File: config.mk
export PLATFORM = sky130hd
export DESIGN_NAME = usc_dev_flat
export DESIGN_NICKNAME = d
export VERILOG_FILES = /design/src/usc_pkg.sv /design/src/usc_if.sv /design/src/usc_sync.sv /design/src/usc_dev.sv /design/src/flat_wrapper.sv
export SDC_FILE = /design/constraint.sdc
export NUM_CORES = 1
export LEC_CHECK = 0
export ABC_AREA = 1
export ABC_CLOCK_PERIOD_IN_PS = 800
export BUFFER_PORTS_ARGS = -buffer_cell sky130_fd_sc_hd__buf_2
export CAP_MARGIN = 20
export CELL_PAD_IN_SITES_DETAIL_PLACEMENT = 0
export CELL_PAD_IN_SITES_GLOBAL_PLACEMENT = 1
export CORE_ASPECT_RATIO = 1.4
export CORE_MARGIN = 2
export CORE_UTILIZATION = 28
export CTS_CLUSTER_DIAMETER = 80
export DETAILED_ROUTE_END_ITERATION = 10
export GPL_TIMING_DRIVEN = 0
export MAX_ROUTING_LAYER = met4
export PLACE_DENSITY_LB_ADDON = 0.1
export SYNTH_ARGS = -nofsm -noshare
export SYNTH_HDL_FRONTEND = slang
export SYNTH_SLANG_ARGS = --single-unit
File: constraint.sdc
create_clock -name clk_i -period 0.8 [get_ports clk_i]
set_input_delay 0.12 -clock clk_i [delete_from_list [all_inputs] [get_ports clk_i]]
set_output_delay 0.12 -clock clk_i [all_outputs]
set_load 0.01 [all_outputs]
File: src/usc_pkg.sv
// Package for the USB engine control/configuration block.
// Assumes a single 100 MHz clock domain shared by both ends.
`default_nettype none
package usc_pkg;
    // Control register bit positions
    localparam int CTL_PPRST = 6;
    localparam int CTL_SE0 = 5;
    localparam int CTL_PACKET_PROCESSING_DISABLE = 4;
    localparam int CTL_EN = 3;
    localparam int CTL_RESUME = 2;
    localparam int CTL_SUSP = 1;
    // Configuration register bit positions
    localparam int CFG_EYE = 7;
    localparam int CFG_RSVD = 6;
    localparam int CFG_PUEN = 4;
    localparam int CFG_TRDIS = 3;
    localparam int CFG_FULL_SPEED_SELECT = 2;
    localparam int CFG_PPB_LO = 0;
    // Writable masks and reset values
    localparam logic [7:0] CTL_WMASK = 8'h4e;
    localparam logic [7:0] CFG_WMASK = 8'hdf;
    localparam logic [7:0] CTL_RESET = 8'h00;
    localparam logic [7:0] CFG_RESET = 8'h00;
    // Device-side register selector
    localparam logic [0:0] SEL_CTL = 1'b0;
    localparam logic [0:0] SEL_CFG = 1'b1;
    // AXI4-Lite map of the controller
    localparam logic [3:0] AX_CTL = 4'h0;
    localparam logic [3:0] AX_CFG = 4'h4;
    localparam logic [3:0] AX_STAT = 4'h8;
    localparam logic [3:0] AX_TIME = 4'hc;
    // Resume hold time
    localparam int RESUME_MS = 10;
    localparam int CLK_MHZ = 100;
    localparam int RESUME_CYC = RESUME_MS * 1000 * CLK_MHZ;
    // Ping-pong modes
    typedef enum logic [1:0] {
        PP_OFF = 2'b00,
        PP_EP0_OUT = 2'b01,
        PP_ALL = 2'b10,
        PP_EP1_15 = 2'b11
    } usc_pp_t;
endpackage : usc_pkg
`default_nettype wire

File: src/usc_if.sv
// Register port between controller and the engine control block.
// Assumes both ends clocked by the same clock.
`default_nettype none
interface usc_if;
    logic wr;
    logic sel;
    logic [7:0] wdata;
    logic [7:0] ctl_rd;
    logic [7:0] cfg_rd;
    modport dev (input wr, sel, wdata, output ctl_rd, cfg_rd);
    modport ctl (output wr, sel, wdata, input ctl_rd, cfg_rd);
endinterface : usc_if
`default_nettype wire

File: src/usc_sync.sv
// Two-flop level synchroniser.
// Assumes an asynchronous input level.
`default_nettype none
module usc_sync
    import usc_pkg::*;
(
    input wire logic clk_i,
    input wire logic rst_i,
    input wire logic d_i,
    output logic q_o
);
    logic s1_q;
    always_ff @(posedge clk_i or posedge rst_i)
    begin
        if (rst_i)
        begin
            s1_q <= 1'b0;
            q_o <= 1'b0;
        end
        else
        begin
            s1_q <= d_i;
            q_o <= s1_q;
        end
    end
endmodule : usc_sync
`default_nettype wire

File: src/usc_dev.sv
// Engine control and configuration registers with their effects on the link.
// Assumes the controller writes through the interface; pins are pad-level.
//
// Operation
// - Pointer reset forces even bank select
// - Pointer reset sticky, ignored without ping-pong
// - Live flag shows single-ended zero
// - SETUP sets packet disable, halts processing
// - Packet disable only cleared by write
// - Pending transfer events stay queued
// - Enable bit attaches and activates module
// - Enable refused without valid clock
// - Resume bit drives resume; hold 10 ms
// - Suspend stops engine clock
// - Suspended stays attached, outputs idle
// - Suspend only after idle interrupt
// - Eye pattern test enable bit
// - Reserved bit written zero, others read zero
// - Pull-up on D+ full, D- low
// - Pull-up ignored when transceiver off
// - Transceiver disable bit, reset zero
// - Speed bit selects edge rate
// - Ping-pong mode field encoding
// - Configure before enable, never after
// - Enabling clears pointer indicators
// - Disabled module ignores other controls
`default_nettype none
module usc_dev
    import usc_pkg::*;
(
    // Clock and reset
    input wire logic clk_i,
    input wire logic rst_i,
    // Register port
    usc_if.dev rp,
    // Engine side
    input wire logic clk_ok_i,
    input wire logic se0_i,
    input wire logic setup_tok_i,
    // Control outputs
    output logic attach_o,
    output logic pkt_run_o,
    output logic pp_force_even_o,
    output logic pp_ind_clr_o,
    output logic resume_o,
    output logic sie_clk_en_o,
    output logic tx_idle_o,
    output logic eye_o,
    output logic xcvr_en_o,
    output logic full_speed_o,
    output logic pu_dp_o,
    output logic pu_dm_o,
    output usc_pp_t pp_mode_o
);
    logic [7:0] ctl_q;
    logic [7:0] cfg_q;
    logic [7:0] cfg_d;
    logic se0_s;
    logic en_q;
    logic en_rise_q;
    logic en_rise_d;

    // Write decode of the register port
    logic wr_ctl;
    logic wr_cfg;
    logic en;
    logic susp;
    logic pp_used;
    logic pkt_set;
    logic pkt_clr;
    logic en_wr;

    usc_sync u_se0 (.clk_i(clk_i), .rst_i(rst_i), .d_i(se0_i), .q_o(se0_s));

    assign wr_ctl = rp.wr && (rp.sel == SEL_CTL);
    assign wr_cfg = rp.wr && (rp.sel == SEL_CFG);
    assign en = ctl_q[CTL_EN];
    assign susp = en && ctl_q[CTL_SUSP];
    assign pp_used = (cfg_q[CFG_PPB_LO+:2] != PP_OFF);
    assign pkt_set = en && setup_tok_i;
    assign pkt_clr = wr_ctl && !rp.wdata[CTL_PACKET_PROCESSING_DISABLE];
    // enable needs clock
    // A refused enable leaves the module detached
    assign en_wr = rp.wdata[CTL_EN] && clk_ok_i;
    assign cfg_d = wr_cfg ? (rp.wdata & CFG_WMASK) : cfg_q;
    assign en_rise_d = en && !en_q;

    logic [7:0] ctl_d;
    always_comb
    begin
        ctl_d = ctl_q;
        if (wr_ctl)
        begin
            ctl_d = (rp.wdata & CTL_WMASK) | (ctl_q & ~CTL_WMASK);
            ctl_d[CTL_EN] = en_wr;
        end
        if (pkt_set)
            ctl_d[CTL_PACKET_PROCESSING_DISABLE] = 1'b1;
        else if (pkt_clr)
            ctl_d[CTL_PACKET_PROCESSING_DISABLE] = 1'b0;
        ctl_d[CTL_SE0] = 1'b0;
        ctl_d[7] = 1'b0;
        ctl_d[0] = 1'b0;
    end

    // Control bits; ctl_d already folds in the hardware set of the flag
    always_ff @(posedge clk_i or posedge rst_i)
    begin
        if (rst_i)
            ctl_q <= CTL_RESET;
        else
            ctl_q <= ctl_d;
    end

    // Configuration bits; the controller keeps them still while enabled
    always_ff @(posedge clk_i or posedge rst_i)
    begin
        if (rst_i)
            cfg_q <= CFG_RESET;
        else
            cfg_q <= cfg_d;
    end

    // Enable history for the one-cycle pointer clear
    always_ff @(posedge clk_i or posedge rst_i)
    begin
        if (rst_i)
        begin
            en_q <= 1'b0;
            en_rise_q <= 1'b0;
        end
        else
        begin
            en_q <= en;
            en_rise_q <= en_rise_d;
        end
    end

    assign rp.ctl_rd = ctl_q | ({7'h00, se0_s} << CTL_SE0);
    assign rp.cfg_rd = cfg_q;

    assign attach_o = en;
    // halt processing; status queue untouched here
    assign pkt_run_o = en && !ctl_q[CTL_PACKET_PROCESSING_DISABLE] && !susp;
    // force even bank, only with ping-pong
    assign pp_force_even_o = en && ctl_q[CTL_PPRST] && pp_used;
    assign pp_ind_clr_o = en_rise_q;
    assign resume_o = en && ctl_q[CTL_RESUME];
    assign sie_clk_en_o = en && !susp;
    assign tx_idle_o = susp && !resume_o;
    // Pad-facing controls come from flip-flops so that decode glitches
    // never reach the transceiver or the pull-up switches.
    logic eye_d;
    logic xcvr_d;
    logic fs_d;
    logic pu;
    usc_pp_t pp_mode_d;
    assign eye_d = en && cfg_q[CFG_EYE];
    assign xcvr_d = !cfg_q[CFG_TRDIS];
    assign fs_d = cfg_q[CFG_FULL_SPEED_SELECT];
    // Pull-up only with the transceiver on; gating by enable means a
    // detached device stops loading the bus one clock after attach_o falls.
    assign pu = en && cfg_q[CFG_PUEN] && xcvr_d;
    assign pp_mode_d = usc_pp_t'(cfg_q[CFG_PPB_LO+:2]);

    always_ff @(posedge clk_i or posedge rst_i)
    begin
        if (rst_i)
        begin
            eye_o <= 1'b0;
            xcvr_en_o <= !CFG_RESET[CFG_TRDIS];
            full_speed_o <= CFG_RESET[CFG_FULL_SPEED_SELECT];
            pu_dp_o <= 1'b0;
            pu_dm_o <= 1'b0;
            pp_mode_o <= PP_OFF;
        end
        else
        begin
            eye_o <= eye_d;
            xcvr_en_o <= xcvr_d;
            full_speed_o <= fs_d;
            pu_dp_o <= pu && fs_d;
            pu_dm_o <= pu && !fs_d;
            pp_mode_o <= pp_mode_d;
        end
    end
endmodule : usc_dev
`default_nettype wire

File: src/flat_wrapper.sv
// flat-port wrapper written by rule: the top's interface ports become plain ports
module usc_dev_flat import usc_pkg::*;
  (clk_i, rst_i, clk_ok_i, se0_i, setup_tok_i, attach_o, pkt_run_o, pp_force_even_o, pp_ind_clr_o, resume_o, sie_clk_en_o, tx_idle_o, eye_o, xcvr_en_o, full_speed_o, pu_dp_o, pu_dm_o, pp_mode_o, rp_wr, rp_sel, rp_wdata, rp_ctl_rd, rp_cfg_rd);
  usc_if rp_i ();
  input wire logic clk_i;
  input wire logic rst_i;
  input wire logic clk_ok_i;
  input wire logic se0_i;
  input wire logic setup_tok_i;
  output logic attach_o;
  output logic pkt_run_o;
  output logic pp_force_even_o;
  output logic pp_ind_clr_o;
  output logic resume_o;
  output logic sie_clk_en_o;
  output logic tx_idle_o;
  output logic eye_o;
  output logic xcvr_en_o;
  output logic full_speed_o;
  output logic pu_dp_o;
  output logic pu_dm_o;
  output usc_pp_t pp_mode_o;
  input wire logic [$bits(rp_i.wr)-1:0] rp_wr;
  input wire logic [$bits(rp_i.sel)-1:0] rp_sel;
  input wire logic [$bits(rp_i.wdata)-1:0] rp_wdata;
  output wire logic [$bits(rp_i.ctl_rd)-1:0] rp_ctl_rd;
  output wire logic [$bits(rp_i.cfg_rd)-1:0] rp_cfg_rd;
  assign rp_i.wr = rp_wr;
  assign rp_i.sel = rp_sel;
  assign rp_i.wdata = rp_wdata;
  assign rp_ctl_rd = rp_i.ctl_rd;
  assign rp_cfg_rd = rp_i.cfg_rd;
  usc_dev u_core (.clk_i(clk_i), .rst_i(rst_i), .rp(rp_i), .clk_ok_i(clk_ok_i), .se0_i(se0_i), .setup_tok_i(setup_tok_i), .attach_o(attach_o), .pkt_run_o(pkt_run_o), .pp_force_even_o(pp_force_even_o), .pp_ind_clr_o(pp_ind_clr_o), .resume_o(resume_o), .sie_clk_en_o(sie_clk_en_o), .tx_idle_o(tx_idle_o), .eye_o(eye_o), .xcvr_en_o(xcvr_en_o), .full_speed_o(full_speed_o), .pu_dp_o(pu_dp_o), .pu_dm_o(pu_dm_o), .pp_mode_o(pp_mode_o));
endmodule
Word-level counts from Yosys, hierarchy flattened
Cells that the tools add are included.
Cells by class
  reductions and logical operators: 28
  bitwise operators: 3
  muxes and demuxes: 3
Operators with widths (number)
  logical AND 1 bit: 19
  logical NOT 1 bit: 7
  bitwise OR 7 x 5 -> 7 bit: 1
  bitwise OR 7 x 6 -> 7 bit: 1
  two-way mux 5 bit: 1
  nonzero test 3 bit: 1
  two-way mux 1 bit: 2
  nonzero test 2 bit: 1
  inverter 1 bit: 1
Word-level totals
  output and inout port bits: 30
  input bits: 15
  logic and storage cells: 47
  register bits after elaboration: 23

Depth between registers and ports, before layout
Gate-level depths: netlist of the first run.
  depth after elaboration: 5
  mapped depth: 4
  gate-level depth less buffers: 4

Modules after synthesis
Synthesis of the first run repeated with hierarchy kept, for this count alone.
Second synthesis, totals
  cells, all modules: 85
  area, all modules: 875.8 µm²
Modules (own cells, without submodules)
  usc_dev: area an instance 822.0 µm², sequential area each 526.8 µm², cells each 82, times used 1
  usc_sync: area an instance 53.8 µm², sequential area each 50.0 µm², cells each 3, times used 1

Worst setup path before layout of the first run
No wires, ideal clock.
  kind: flip-flop to output port
  from: register u_core.ctl_q[3]
  to: output pkt_run_o
  buffers on the path: 1
  data arrival time: 909 ps
  data required time: 680 ps
  stages on the path, launching flop included: 4
  slack: -229 ps
  cells stage by stage: dfrtp_1 > buf_2 > inv_1 > nor3_1
On the way
  longest elaborated chain between the ends: 3
  elaborated cells between the ends (all ways): 4
  classes of those cells: 4 x reduce/logical
RTL lines
  from (decl): line usc_dev.sv:55  | logic [7:0] ctl_q;
  from (signal assigned): line usc_dev.sv:112  | ctl_q <= ctl_d;
  logical AND 1 bit: line usc_dev.sv:78  | assign susp = en && ctl_q[CTL_SUSP];
  logical NOT 1 bit: line usc_dev.sv:144  | assign pkt_run_o = en && !ctl_q[CTL_PACKET_PROCESSING_DISABLE] && !susp;
  logical AND 1 bit *: line usc_dev.sv:144
  to (decl): line flat_wrapper.sv:11  | output logic pkt_run_o;
Mark *: on every way between the ends. The rest lies on a longest branch, timed or not.

Final worst setup path of the first run
  from: register u_core.ctl_q[3]
  to: output tx_idle_o
On the way
  longest elaborated chain between the ends: 3
  elaborated cells between the ends (all ways): 4
  classes of those cells: 4 x reduce/logical
RTL lines
  logical AND 1 bit: line usc_dev.sv:148  | assign resume_o = en && ctl_q[CTL_RESUME];
  logical NOT 1 bit: line usc_dev.sv:150  | assign tx_idle_o = susp && !resume_o;
  logical AND 1 bit *: line usc_dev.sv:150
  to (decl): line flat_wrapper.sv:16  | output logic tx_idle_o;
Marked as above.

==> results.yml, run 1 <==
detailed_routing:
  route.detailed.drc: 0
  wl_per_cell_um: 10.5
  drtIter0Drc: 17
  firstDrtPassIters: 4
  routed_wl_um: 1860
  dr_total_vias: 698
  ant_nets: 0
  vias_per_cell: 3.94
clock_tree:
  cts.sinks: 23
  clkTransAtPathRegs_ps: 80
  ctsHtreeMaxLevel: 1
  cts.hold.buffers_added: 1
  clock_latency_ps: 260
  clockBufferDepth: 2
  cts_tree: "built"
  cts_root_buf: "clkbuf_8"
  numCtsBuffers: 3
critical_path:
  path_class: "flop to primary output"
  cp.arrival_ps: 1070
  r2r-start: "u_core.ctl_q[3]"
  slowest_delay_ps: 390
  cpMostUsedCell: "buf_6"
  worstSetupEndpointType: "primary output"
  required_ps: 680
  crit_slowest_cell: "dfrtp_1"
  critPathMaxFanout: 6
  cp_num_buf_inv: 3
  start_kind: "flop"
  worstRegToRegCells: 4
  cp.depth: 5
  crit_chain: "buf_6, nand2_2, inv_2, nor2_4, buf_6"
  crit_family: "flip-flops"
  critPathLaunch: "u_core.ctl_q[3]"
timing:
  rsz0062_at_grt: "true"
  min_period_ps: 1190
  max_freq_mhz: 843
  maxSlewViolCount: 0
  hold_viol_final: 22
  whs_ps: -123
  fin_ws_ps: -386
  finalSetupViolCount: 32
  min_period_over_period: 1.48
  skew_ps: 2.51
grt:
  gr-usage-met1: 0.147
  grt_first_pass_wirelength_um: 3160
  globalRouteTotalUtil: 0.120
  grt_remaining_overflow: 0
  grt_pass1_vias: 707
  grt_start_max_net_pins: 24
  met2_usage: 0.191
  grt.busiest_layer: "met2"
  antenna_found_initial: 0
  met3_usage: 0.0214
cells_and_area:
  layout-drive-gt1-share: 0.536
  final_nets: 154
  syn2layout_area_growth_pct: 47.1
  design_area_um2: 1290
  final_cell_mix: "36 x buf_2, 21 x dfrtp_1, 19 x nand2_1"
  layout_commonest_cell: "buf_2"
  antennaDiodeCount: 0
floorplan:
  ios: 45
  rows: 24
  dieArea_um2: 3610
  core_area_um2: 3060
  die_x_um: 51.4
  start_util: 0.287
  die_h_um: 70.3
placed_design:
  dp_hpwl_um: 1360
  port_buffers: 40
  dp_slack_ps: -195
  postPlaceCellArea_um2: 1160
  routabilityCongestion: 0.659
job:
  maxCapViolCount: 0
pwr:
  ir_drop_mv: 0.968
  total_power_w: 0.00266
  pwr_density_cell_nw_per_um2: 2060
  p_leak_nw: 0.724
synth:
  synth.cell_area_um2: 880
  synth.avg_cell_area_um2: 10.2
  netlist-cell-type-count: 15
  ys_seq_area_frac: 0.656
  ys_ff_latch: 23
  synthTopCellsByArea: "dfrtp_1 63%, nand2_1 9.0%, inv_1 4.7%, buf_4 4.3%, o21ai_2 4.0%"
  synth_cells: 86
  ys.warnings.count: 0
  synth_top_area_share: 0.626
  yosysTopAreaCell: "dfrtp_1"
hold_path:
  min_path_type: "primary input to asynchronous set/reset pin"
outcome:
  status: "finished, violations left"
  violations: "negative hold slack, negative setup slack"
## synth_stat cells
| cell type | count |
|---|---|
| dfrtp_1 | 22 |
| nand2_1 | 21 |
| inv_1 | 11 |
| nor2_1 | 8 |
| buf_4 | 5 |
| nand3_1 | 4 |
| o21ai_0 | 4 |
| o21ai_2 | 4 |
| a21oi_2 | 1 |
| buf_2 | 1 |
| buf_6 | 1 |
| conb_1 | 1 |
| dfstp_2 | 1 |
| nand2_2 | 1 |
| nor3_1 | 1 |
## area by class of cell
cell class	count	area (µm²)
Fill cell	325	1770
Sequential cell	23	578
Timing Repair Buffer	47	280
Clock inverter	1	5.00
Buffer	6	52.6
Inverter	11	45.0
Multi-Input combinational cell	47	243
Clock buffer	3	41.3
Tap cell	39	48.8
## flip-flops by register name, summed over array words and instances, names as in the netlist
| name | flops |
|---|---|
| u_core.pu_dm_o | 1 |
| u_core.en_q | 1 |
| u_core.full_speed_o | 1 |
| u_core.pp_ind_clr_o | 1 |
| u_core.u_se0.q_o | 1 |
| u_core.rp.cfg_rd | 7 |
| u_core.ctl_q | 5 |
| u_core.pp_mode_o | 2 |
| u_core.eye_o | 1 |
| u_core.u_se0.s1_q | 1 |
| u_core.pu_dp_o | 1 |
| u_core.xcvr_en_o | 1 |
## per-stage QoR
stage	util	instances	TNS [ps]
after floorplan	-	88	-408
after detailed placement	0.379	167	-3480
final	0.422	177	-4850
after global routing	0.422	177	-6250
after global placement	0.379	167	-3230
after CTS	0.417	176	-5110
## routing by layer
metal  routed length, µm  share of wire
met2                 959           0.51
met3                 111          0.060
met5                   0              0
met1                 771           0.41
met4                  21          0.011
## worst paths after layout
| check | slack [ps] | end |
|---|---|---|
| max | -390 | tx_idle_o |
| min | -120 | u_core.ctl_q[2] |
| max reg2reg | -100 | u_core.ctl_q[3] |
| min reg2reg | 360 | u_core.u_se0.q_o |
| max in group asynchronous | 600 | u_core.xcvr_en_o |
| min in group clk_i | 60 | u_core.ctl_q[4] |
## power by group
| part | total (W) | switching (W) | internal, W |
|---|---|---|---|
| Combinational | 0.000595 | 0.000309 | 0.000286 |
| Clock | 0.000701 | 0.000354 | 0.000347 |
| Sequential | 0.00137 | 0.0000754 | 0.00129 |
| Total | 0.00266 | 0.000739 | 0.00193 |
## logic make-up after synthesis
| group | after synthesis | synth area share |
|---|---|---|
| and+or+nand+nor | 35 | 0.159 |
| DFF | 23 | 0.656 |
| buffers and inverters | 18 | 0.108 |
| AOI/OAI and AO/OA | 9 | 0.0725 |
| other | 1 | 0.00426 |
## repair_timing
action | 4_1_cts | 5_1_grt
resized for setup | 7 | 3
setup endpoints to repair | 31 | 32
pin swaps | 1 | 0
buffers inserted | 5 | 1
hold endpoints to repair | 1 | 22
Power figures use the tool's default switching activity.
==> run 2, diff against run 1 <==
Settings changed: GPL_ROUTABILITY_DRIVEN from default to 0, PLACE_DENSITY_LB_ADDON 0.1 to 0.08.
==> results.yml, run 2 (synthesized netlist as in run 1, its figures left out) <==
timing:
  finalSetupViolCount: 33
  max_freq_mhz: 841
  maxSlewViolCount: 0
  whs_ps: -119
  min_period_over_period: 1.49
  hold_viol_final: 22
  min_period_ps: 1190
  worst_slew_pin_slew_ps: 497
  fin_ws_ps: -389
  skew_ps: 3.56
  slew_headroom: 0.668
  rsz0062_at_grt: "true"
cells_and_area:
  final_nets: 159
  largest_register_ff_count: 7
  design_area_um2: 1350
  layout_commonest_cell: "buf_2"
  multi_input_area_um2: 246
  antennaDiodeCount: 0
  fillers: 345
  seqCellArea_um2: 578
  layout-drive-gt1-share: 0.559
  syn2layout_area_growth_pct: 53.2
  final_cell_mix: "34 x buf_2, 21 x dfrtp_1, 19 x nand2_1"
  stdcell_count: 182
hold_path:
  min_path_type: "primary input to asynchronous set/reset pin"
critical_path:
  slowest_delay_ps: 400
  required_ps: 680
  crit_slowest_cell: "dfrtp_1"
  cp.arrival_ps: 1070
  worstSetupEndpointType: "primary output"
  critPathMaxFanout: 6
  cpMostUsedCell: "buf_6"
  start_kind: "flop"
  crit_chain: "buf_6, nand2_2, inv_2, nor2_4, buf_6"
  path_class: "flop to primary output"
grt:
  grt_start_max_net_pins: 24
  grt_remaining_overflow: 0
  antenna_found_initial: 0
  globalRouteTotalUtil: 0.121
  grt_first_pass_wirelength_um: 3240
  grt_pass1_vias: 708
detailed_routing:
  wl_per_cell_um: 10.7
  ant_nets: 0
  routed_wl_um: 1950
  route.detailed.drc: 0
  firstDrtPassIters: 4
  drtIter0Drc: 8
  dr_total_vias: 721
  vias_per_cell: 3.96
pwr:
  p_leak_nw: 0.753
  total_power_w: 0.00274
  ir_drop_mv: 1.04
  pwr_density_cell_nw_per_um2: 2030
clock_tree:
  clockBufferDepth: 2
  cts.hold.buffers_added: 1
  cts_root_buf: "clkbuf_8"
  clock_latency_ps: 260
  cts_tree: "built"
  clkTransAtPathRegs_ps: 80
  ctsHtreeMaxLevel: 1
  numCtsBuffers: 3
  cts.sinks: 23
floorplan:
  die_h_um: 70.3
  core_area_um2: 3060
  dieArea_um2: 3610
  rows: 24
  die_x_um: 51.4
  start_util: 0.287
  ios: 45
job:
  maxCapViolCount: 0
placed_design:
  place_inst: 167
  port_buffers: 40
  dp_slack_ps: -218
  postPlaceCellArea_um2: 1160
  dp_hpwl_um: 1420
outcome:
  status: "finished, violations left"
  violations: "negative hold slack, negative setup slack"
[run 2: cell count changes in the layout (fill, tap and decap cells not counted), sizes merged]
cell,delta
buf,+5
[run 2: path summary, 6_finish.rpt]
path                              startpoint  slack (ps)                  end  cells past startpoint
max                          u_core.ctl_q[3]        -390            tx_idle_o                      5
min                                    rst_i        -120  u_core.rp.cfg_rd[7]                      2
max reg2reg                  u_core.ctl_q[3]        -120      u_core.ctl_q[3]                      4
min reg2reg                u_core.u_se0.s1_q         350     u_core.u_se0.q_o                      0
max in group asynchronous              rst_i         600     u_core.xcvr_en_o                      2
min in group clk_i               setup_tok_i          70      u_core.ctl_q[4]                      3
[run 2: routing by layer]
metal / routed length (µm) / global-route usage
met4: 23 / 0.0614
met2: 1070 / 0.211
met1: 780 / 0.131
met5: 0 / -
met3: 76 / 0.0150
[run 2: where the power goes]
part	internal [W]	total, W	switching [W]
registers	0.00129	0.00137	0.0000787
clock network	0.000347	0.000712	0.000365
logic	0.000336	0.000658	0.000322
[run 2: area by class of cell]
cell class / instances / share of cell area
Inverter: 11 / 0.0334
Sequential cell: 23 / 0.429
Timing Repair Buffer: 52 / 0.245
Tap cell: 39 / 0.0362
Multi-Input combinational cell: 47 / 0.183
Clock buffer: 3 / 0.0306
Clock inverter: 1 / 0.00371
Buffer: 6 / 0.0390
[run 2: stage by stage]
stage | TNS [ps] | utilization
2_1_floorplan | -408 | -
3_3_place_gp | -2960 | 0.379
3_5_place_dp | -4040 | 0.379
4_1_cts | -5270 | 0.418
5_1_grt | -6500 | 0.440
6_report | -5080 | 0.440
[run 2: worst max-delay path: cells and delay by family (launching register included)]
kind | cells | cell delay [ps]
AND/OR/NAND/NOR | 2 | 120
buffers and inverters | 3 | 290
flip-flops | 1 | 400
[run 2: what timing repair did]
action | CTS | global route
resized for setup | 6 | 7
buffers inserted | 6 | 5
setup endpoints to repair | 32 | 33
hold endpoints to repair | 1 | 22
pin swaps | 2 | 0
